$ cat config.mk
export PLATFORM = sky130hd
export DESIGN_NAME = rwv_decoder
export DESIGN_NICKNAME = d
export VERILOG_FILES = /design/src/rwv_pkg.sv /design/src/rwv_decoder.sv /design/src/rwv_skid_buf.sv
export SDC_FILE = /design/constraint.sdc
export NUM_CORES = 1
export LEC_CHECK = 0
export ABC_AREA = 0
export BUFFER_PORTS_ARGS = -buffer_cell sky130_fd_sc_hd__buf_2
export CORE_MARGIN = 5
export CORE_UTILIZATION = 65
export CTS_BUF_LIST = sky130_fd_sc_hd__clkbuf_16
export DETAILED_ROUTE_END_ITERATION = 7
export PLACE_DENSITY = 0.95
export REMOVE_ABC_BUFFERS = 1
export SYNTH_ARGS = -nofsm -noshare
export SYNTH_HDL_FRONTEND = slang
export SYNTH_SLANG_ARGS = --single-unit
$ cat constraint.sdc
create_clock -name mclk_in -period 3.62 [get_ports mclk_in]
set_input_delay 0.724 -clock mclk_in [delete_from_list [all_inputs] [get_ports mclk_in]]
set_output_delay 0.724 -clock mclk_in [all_outputs]
set_load 0.05 [all_outputs]
$ cat src/rwv_pkg.sv
// package for the remote word validation decoder: timing, widths, codes, carriers
// assumes a 250 MHz sampling clock and an encoder clock given as a period in ns
package rwv_pkg;

   // ------------------------------------------------------------
   // timing
   // ------------------------------------------------------------
   localparam int SYS_CLK_PERIOD_NS = 4;
   localparam int ENC_CLK_PERIOD_NS = 10000;
   localparam int ENC_CLK_CYCLES = ENC_CLK_PERIOD_NS / SYS_CLK_PERIOD_NS;
   // decay points in thousandths of an encoder period (rc decay to 1/3, 2/3, 1/3)
   localparam int DECIDE_PERIODS_K = 1890;
   localparam int EOW_PERIODS_K = 13580;
   localparam int EOT_PERIODS_K = 36803;
   localparam int DECIDE_CYCLES = ENC_CLK_CYCLES * DECIDE_PERIODS_K / 1000;
   localparam int EOW_CYCLES = ENC_CLK_CYCLES * EOW_PERIODS_K / 1000;
   localparam int EOT_CYCLES = ENC_CLK_CYCLES * EOT_PERIODS_K / 1000;
   localparam int PW_CNT_W = 16;
   localparam int GAP_CNT_W = 17;

   // ------------------------------------------------------------
   // word layout
   // ------------------------------------------------------------
   localparam int ADDR_DIGITS = 5;
   localparam int DATA_BITS = 4;
   localparam int WORD_DIGITS = 9;
   localparam int PULSES_PER_WORD = 2 * WORD_DIGITS;
   localparam int PCNT_W = 5;
   localparam logic VT_RST = 1'h0;
   localparam logic [DATA_BITS-1:0] DATA_RST = 4'h0;

   // trinary digit code, also used for the local address inputs
   typedef enum logic [1:0] {
      DIG_ZERO = 2'h0,
      DIG_ONE = 2'h1,
      DIG_OPEN = 2'h2
   } rwv_digit_e;

   // matching progress, gray along idle -> first -> paired
   typedef enum logic [1:0] {
      ST_IDLE = 2'h0,
      ST_FIRST = 2'h1,
      ST_PAIRED = 2'h3
   } rwv_state_e;

   // one decoded word
   typedef struct packed {
      logic ok;
      logic addr_ok;
      logic [DATA_BITS-1:0] data;
   } rwv_word_s;

endpackage

$ cat src/rwv_decoder.sv
// receive side of the single-wire remote word link: pulse timing, word framing,
// two-word validation, output latch and a buffered stream of accepted nibbles
// assumes din_in is asynchronous; the paired encoder sends two words per sequence
`timescale 1ns/100ps

// What this block does
// - flag needs both addresses equal local address
// - flag needs both data nibbles identical
// - flag stays until mismatch or long silence
// - pulse timer decides bit at one-third point
// - gap timer restarted while pulses arrive
// - end of word at gap two-thirds point
// - end of transmission at gap one-third point
// - decision instant kept away from pulse edges
// - five address digits, then four stored data bits
// - open data digit decodes as one
// - matching nibbles go to held output latch if stream buffer has room
module rwv_decoder
   import rwv_pkg::*;
#(
   parameter int DECIDE_CNT = DECIDE_CYCLES,
   parameter int EOW_CNT = EOW_CYCLES,
   parameter int EOT_CNT = EOT_CYCLES
) (
   input wire logic mclk_in,
   input wire logic rst_b_in,
   input wire logic din_in,
   input wire logic [2*ADDR_DIGITS-1:0] local_address_inputs_in,
   output logic valid_transmission_flag_out,
   output logic [DATA_BITS-1:0] decoded_data_outputs_out,
   output logic word_valid_out,
   output logic [DATA_BITS-1:0] word_data_out,
   input wire logic word_ready_in
);
   localparam logic [PW_CNT_W-1:0] DECIDE_LAST = PW_CNT_W'(DECIDE_CNT - 1);
   localparam logic [GAP_CNT_W-1:0] EOW_LAST = GAP_CNT_W'(EOW_CNT - 1);
   localparam logic [GAP_CNT_W-1:0] EOT_LAST = GAP_CNT_W'(EOT_CNT - 1);
   localparam logic [GAP_CNT_W-1:0] GAP_HOLD = GAP_CNT_W'(EOT_CNT);
   localparam logic [PCNT_W-1:0] PULSE_FULL = PCNT_W'(PULSES_PER_WORD);

   logic din_meta_reg;
   logic din_sync_reg;
   logic din_prev_reg;
   logic [2*ADDR_DIGITS-1:0] addr_meta_reg;
   logic [2*ADDR_DIGITS-1:0] addr_sync_reg;
   logic pw_run_reg;
   logic [PW_CNT_W-1:0] pw_cnt_reg;
   logic [GAP_CNT_W-1:0] gap_cnt_reg;
   logic [PULSES_PER_WORD-1:0] pulses_reg;
   logic [PCNT_W-1:0] pulse_cnt_reg;
   logic [DATA_BITS-1:0] stored_reg;
   rwv_state_e state_reg;
   rwv_word_s rx_word;
   logic din_rise;
   logic bit_decision_instant;
   logic end_of_word_event;
   logic end_of_transmission_event;
   logic pair_ok;
   logic push;
   logic buf_ready;

   // ------------------------------------------------------------
   // input synchroniser and edge
   // ------------------------------------------------------------
   // two flops before any logic sees the serial pin or the address switches
   always_ff @(posedge mclk_in) begin
      if (!rst_b_in) begin
         din_meta_reg <= 1'b0;
         din_sync_reg <= 1'b0;
         din_prev_reg <= 1'b0;
         addr_meta_reg <= '0;
         addr_sync_reg <= '0;
      end else begin
         din_meta_reg <= din_in;
         din_sync_reg <= din_meta_reg;
         din_prev_reg <= din_sync_reg;
         addr_meta_reg <= local_address_inputs_in;
         addr_sync_reg <= addr_meta_reg;
      end
   end
   assign din_rise = din_sync_reg && !din_prev_reg;

   // ------------------------------------------------------------
   // pulse-width timer
   // ------------------------------------------------------------
   // decide at one third
   // each rising edge restarts the timer; at the decision point a still-high
   // input means a long pulse, a low input a short one
   assign bit_decision_instant = pw_run_reg && (pw_cnt_reg == DECIDE_LAST);

   always_ff @(posedge mclk_in) begin
      if (!rst_b_in) begin
         pw_run_reg <= 1'b0;
         pw_cnt_reg <= '0;
      end else if (din_rise) begin
         pw_run_reg <= 1'b1;
         pw_cnt_reg <= '0;
      end else if (bit_decision_instant) begin
         pw_run_reg <= 1'b0;
      end else if (pw_run_reg) begin
         pw_cnt_reg <= pw_cnt_reg + PW_CNT_W'(1);
      end
   end

   // ------------------------------------------------------------
   // word-gap timer
   // ------------------------------------------------------------
   // restart on signal
   // saturates one past the end-of-transmission point so each event fires once
   always_ff @(posedge mclk_in) begin
      if (!rst_b_in) begin
         gap_cnt_reg <= '0;
      end else if (din_sync_reg) begin
         gap_cnt_reg <= '0;
      end else if (gap_cnt_reg != GAP_HOLD) begin
         gap_cnt_reg <= gap_cnt_reg + GAP_CNT_W'(1);
      end
   end

   assign end_of_word_event = !din_sync_reg && (gap_cnt_reg == EOW_LAST);
   assign end_of_transmission_event = !din_sync_reg && (gap_cnt_reg == EOT_LAST) &&
                                      (gap_cnt_reg != EOW_LAST);

   // ------------------------------------------------------------
   // pulse collection
   // ------------------------------------------------------------
   // sample at decision only
   // pulse count saturates one past a full word so extra pulses flag an error
   always_ff @(posedge mclk_in) begin
      if (!rst_b_in) begin
         pulses_reg <= '0;
         pulse_cnt_reg <= '0;
      end else if (end_of_word_event || end_of_transmission_event) begin
         pulse_cnt_reg <= '0;
      end else if (bit_decision_instant) begin
         pulses_reg <= {pulses_reg[PULSES_PER_WORD-2:0], din_sync_reg};
         if (pulse_cnt_reg <= PULSE_FULL) begin
            pulse_cnt_reg <= pulse_cnt_reg + PCNT_W'(1);
         end
      end
   end

   // ------------------------------------------------------------
   // word decode
   // ------------------------------------------------------------
   // first pulse of digit k sits at bit 17-2k, second at 16-2k
   always_comb begin
      logic first;
      logic second;
      rwv_digit_e dig;
      first = 1'b0;
      second = 1'b0;
      dig = DIG_ZERO;
      rx_word.ok = (pulse_cnt_reg == PULSE_FULL);
      rx_word.addr_ok = 1'b1;
      rx_word.data = '0;
      for (int k = 0; k < WORD_DIGITS; k++) begin
         first = pulses_reg[PULSES_PER_WORD-1-2*k];
         second = pulses_reg[PULSES_PER_WORD-2-2*k];
         // long then short is open; short then long marks the word not ok
         dig = first ? (second ? DIG_ONE : DIG_OPEN) : DIG_ZERO;
         if (!first && second) begin
            rx_word.ok = 1'b0;
         end
         if (k < ADDR_DIGITS) begin
            if (dig != rwv_digit_e'(addr_sync_reg[2*k +: 2])) begin
               rx_word.addr_ok = 1'b0;
            end
         end else begin
            rx_word.data[k-ADDR_DIGITS] = first;
         end
      end
   end

   // ------------------------------------------------------------
   // validation state and output latch
   // ------------------------------------------------------------
   // nibble pair compare
   assign pair_ok = rx_word.ok && rx_word.addr_ok && (rx_word.data == stored_reg);
   // a full stream buffer holds back the pair; the stored nibble is kept
   assign push = end_of_word_event && pair_ok && (state_reg != ST_IDLE);

   always_ff @(posedge mclk_in) begin
      if (!rst_b_in) begin
         state_reg <= ST_IDLE;
         valid_transmission_flag_out <= VT_RST;
         stored_reg <= DATA_RST;
      end else if (end_of_transmission_event) begin
         state_reg <= ST_IDLE;
         valid_transmission_flag_out <= 1'b0;
      end else if (end_of_word_event) begin
         if (!(rx_word.ok && rx_word.addr_ok)) begin
            state_reg <= ST_IDLE;
            valid_transmission_flag_out <= 1'b0;
         end else if (state_reg == ST_IDLE || !pair_ok) begin
            state_reg <= ST_FIRST;
            stored_reg <= rx_word.data;
            valid_transmission_flag_out <= (state_reg == ST_IDLE) &&
                                           valid_transmission_flag_out;
         end else if (buf_ready) begin
            state_reg <= ST_PAIRED;
            valid_transmission_flag_out <= 1'b1;
         end
      end
   end

   always_ff @(posedge mclk_in) begin
      if (!rst_b_in) begin
         decoded_data_outputs_out <= DATA_RST;
      end else if (push && buf_ready) begin
         decoded_data_outputs_out <= rx_word.data;
      end
   end

   // ------------------------------------------------------------
   // stream buffer
   // ------------------------------------------------------------
   rwv_skid_buf #(
      .WIDTH(DATA_BITS)
   ) u_buf (
      .mclk_in(mclk_in),
      .rst_b_in(rst_b_in),
      .in_valid_in(push),
      .in_data_in(rx_word.data),
      .in_ready_out(buf_ready),
      .out_valid_out(word_valid_out),
      .out_data_out(word_data_out),
      .out_ready_in(word_ready_in)
   );
endmodule

$ cat src/rwv_skid_buf.sv
// two-entry buffer with valid/ready on both sides, all outputs from flops
// assumes producer and consumer share the clock and reset
`timescale 1ns/100ps
module rwv_skid_buf #(
   parameter int WIDTH = 4
) (
   input wire logic mclk_in,
   input wire logic rst_b_in,
   input wire logic in_valid_in,
   input wire logic [WIDTH-1:0] in_data_in,
   output logic in_ready_out,
   output logic out_valid_out,
   output logic [WIDTH-1:0] out_data_out,
   input wire logic out_ready_in
);
   logic skid_valid_reg;
   logic [WIDTH-1:0] skid_data_reg;
   logic head_free;

   assign head_free = !out_valid_out || out_ready_in;

   // head entry: refill from skid first so order is kept
   always_ff @(posedge mclk_in) begin
      if (!rst_b_in) begin
         out_valid_out <= 1'b0;
         out_data_out <= '0;
      end else if (head_free) begin
         out_valid_out <= skid_valid_reg || (in_valid_in && in_ready_out);
         out_data_out <= skid_valid_reg ? skid_data_reg : in_data_in;
      end
   end

   // skid entry catches a word taken while the head is stalled
   always_ff @(posedge mclk_in) begin
      if (!rst_b_in) begin
         skid_valid_reg <= 1'b0;
         skid_data_reg <= '0;
      end else if (head_free) begin
         skid_valid_reg <= 1'b0;
      end else if (in_valid_in && in_ready_out) begin
         skid_valid_reg <= 1'b1;
         skid_data_reg <= in_data_in;
      end
   end

   // registered ready: full only when both entries hold words
   always_ff @(posedge mclk_in) begin
      if (!rst_b_in) begin
         in_ready_out <= 1'b0;
      end else begin
         in_ready_out <= !(out_valid_out && !out_ready_in &&
                           (skid_valid_reg || (in_valid_in && in_ready_out)));
      end
   end
endmodule
==> results.py <==
metrics = {
    "outcome": {
        "outcome": "finished clean",
    },
    "critical_path": {
        "crit_path_end_kind": "flop",
        "r2r-end": "stored_reg[3]",
        "cp.arrival_ns": 2.86,
        "worst_setup_path_endpoint": "stored_reg[3]",
        "crit_required_ns": 3.89,
        "path_delay_family": "simple AND/OR/NAND/NOR gates",
        "r2r_slack_ns": 1.03,
        "cp.depth": 6,
        "worstRegToRegCells": 6,
        "cp_max_fo": 6,
        "cp_cell_sequence": "ha_1 > or4b_1 > nor4_2 > bufinv_8 > nor3_4 > mux2i_1",
        "worstReg2RegStart": "gap_cnt_reg[0]",
        "critPathLaunch": "gap_cnt_reg[0]",
        "critPathLaunchType": "flop",
        "crit_buf_inv": 1,
        "critPathMaxStageDelay_ns": 0.53,
        "criticalPathCategory": "reg -> reg",
        "cp_slowest_cell": "nor4_2",
    },
    "timing": {
        "period_share": 0.7157,
        "rsz0062_at_grt": "false",
        "finalSetupViolCount": 0,
        "max_slew_margin": 0.4293,
        "period_minus_slack_ns": 2.591,
        "clock_skew_ns": 0.01097,
        "drv_slew": 0,
        "setup_tns_ns": 0,
        "worst_slew_pin_slew_ns": 0.8482,
        "fmax_mhz": 386.0,
        "hold_viol_final": 0,
    },
    "yosys": {
        "synth-compound-area-share": 0.07069,
        "ys_async_sr_fraction": 0,
        "synthXorXnorAreaFrac": 0.07069,
        "yosysWarnings": 0,
        "synth_edf_count": 0,
        "synth-simple-area-share": 0.2666,
        "synthDistinctLibCells": 51,
        "synth_top_family_by_area": "simple AND/OR/NAND/NOR gates",
        "synth_top_area_share": 0.4709,
        "synthAdderAreaFrac": 0.02020,
        "ys_seq_area_frac": 0.4709,
        "synthTopCellsByArea": "dfxtp_1, mux2i_1, nor2_1",
        "syn_avg_cell_area_um2": 9.227,
        "synthMuxAreaShare": 0.06924,
        "ys_ff_latch": 102,
        "ys.flop_type": "dfxtp_1",
        "yosysTopAreaCell": "dfxtp_1",
        "synth_area_um2": 4337,
        "syn_inst": 470,
    },
    "routing": {
        "drc_errors": 0,
        "vias_per_cell": 5.942,
        "dr.first_iter.drc_count": 239,
        "routed-via-count": 3405,
        "m1WireLength_um": 3725,
        "top_layer": "met4",
        "wl_um": 8951,
        "wl_per_cell_um": 15.62,
        "ant_nets": 0,
        "wl_met3_um": 523,
        "wl_met2_um": 4396,
        "firstDrtPassIters": 6,
    },
    "power": {
        "p_switching_uw": 500.5,
        "power_mw": 2.146,
        "power_density_nw_per_um2": 447.8,
        "vdd_drop_max_uv": 308.9,
        "leakagePower_nw": 1.808,
        "switching_share": 0.2332,
        "p_int_mw": 1.646,
        "power_frac_clock": 0.434,
        "p_comb_frac": 0.030,
        "seq_power_share": 0.535,
    },
    "job": {
        "max_cap_viol_count": 0,
    },
    "final_layout": {
        "final_cell_mix": "dfxtp_1, nor2_1, nand2_1",
        "design_area_um2": 4792,
        "drive_above_1_share": 0.1048,
        "area_growth_pct": 10.50,
        "num-fill-cells": 400,
        "fin_cells": 573,
        "largest_register_ffs": 18,
        "final_common_cell": "dfxtp_1",
        "nNetsFinal": 512,
        "diodes": 0,
    },
    "floorplanning": {
        "core_region_area_um2": 6422,
        "die_h_um": 91.68,
        "dieWidth_um": 91.68,
        "io-pin-count": 24,
        "initial_core_util": 0.6752,
        "std_cell_rows": 29,
        "dieArea_um2": 8405,
    },
    "clock_network": {
        "htreeDepth": 3,
        "path_clk_slew_ns": 0.08,
        "clkLatencyLatePin_ns": 0.35,
        "cts_root_buf": "clkbuf_16",
        "cts.sinks": 102,
        "cts_hold_buf": 0,
        "cts_resized": 0,
        "cts_buffers": 9,
        "cts_tree": "done",
        "cts_setup_buffers": 0,
        "cts_max_path_buffers": 2,
    },
    "global_route": {
        "grt_max_degree": 41,
        "track_usage": 0.2273,
        "grt_pass1_wl_um": 15550,
        "gr-total-overflow": 0,
        "antenna_found_initial": 0,
        "grt_pass1_vias": 3414,
    },
    "placement": {
        "hpwl_um": 5879,
        "place_area_um2": 4496,
        "place_inst": 557,
        "portBuffers": 23,
        "place.gp.congestion": 0.8562,
    },
    "worst_hold_path": {
        "worstHoldPathType": "reg -> reg",
        "hold_depth": 1,
    },
}
-- worst min path at each step --
stage                     start          endpoint  slack (ns)
2_1_floorplan  addr_meta_reg[0]  addr_sync_reg[0]        0.41
3_3_place_gp   addr_meta_reg[1]  addr_sync_reg[1]        0.41
3_5_place_dp   addr_meta_reg[3]  addr_sync_reg[3]        0.42
4_1_cts        addr_meta_reg[0]  addr_sync_reg[0]        0.44
5_1_grt        addr_meta_reg[5]  addr_sync_reg[5]        0.45
6_report       addr_meta_reg[3]  addr_sync_reg[3]        0.44
-- kinds of logic after synthesis --
family / after synthesis
AO/OA/AOI/OAI: 45
XOR/XNOR: 35
adder cells (fa/ha/maj): 7
buffers and inverters: 30
flip-flops: 102
multiplexers: 30
AND/OR/NAND/NOR: 221
-- power groups by stage --
stage,Clock (mW),Combinational (mW),Sequential (mW)
after floorplan,0,0.0402,1.17
after detailed placement,0,0.0621,1.17
after CTS,0.941,0.0646,1.15
after global routing,0.998,0.0735,1.15
final,0.932,0.0647,1.15
after global placement,0,0.0584,1.17
-- cell usage after synthesis, drive strengths merged, types with 2 or more instances --
master / instances
mux2i: 30
nor2: 74
o2111ai: 2
or4: 3
or4b: 2
nand4: 14
nand2: 33
nand2b: 8
xor2: 24
o211ai: 5
and3: 5
buf: 3
nor4: 10
a211oi: 4
nor3: 7
or2: 2
inv: 14
dfxtp: 102
or3b: 2
xnor2: 11
and2: 24
ha: 7
nor2b: 5
a21oi: 13
nand3: 25
clkbuf: 12
nand3b: 2
o21ai: 14
-- per-layer routing --
| metal | GRT usage | up-vias |
|---|---|---|
| met5 | 0 | - |
| met4 | 0.1181 | 0 |
| met3 | 0.06547 | 32 |
| met2 | 0.3731 | 142 |
| met1 | 0.2705 | 1580 |
| li1 | - | 1651 |
-- area by class of cell --
type / instances / area, um^2 / share of cell area
inverter: 15 / 70.07 / 0.01462
sequential: 102 / 2042 / 0.4261
multi-input combinational: 338 / 2157 / 0.4501
tap: 77 / 96.34 / 0.02010
clock buffer: 9 / 225.2 / 0.04700
clock inverter: 7 / 71.32 / 0.01488
timing repair buffer: 25 / 130.1 / 0.02715
-- metrics by stage --
stage                     worst slack [ns]  utilization  hold slack (ns)
after floorplan                     0.6847            -           0.4118
after global placement               1.163       0.7000           0.4132
after detailed placement             1.161       0.7000           0.4223
after CTS                            1.029       0.7462           0.4397
after global routing                0.8778       0.7462           0.4523
final                                1.029       0.7462           0.4351
(Power assumes the default switching activity.)
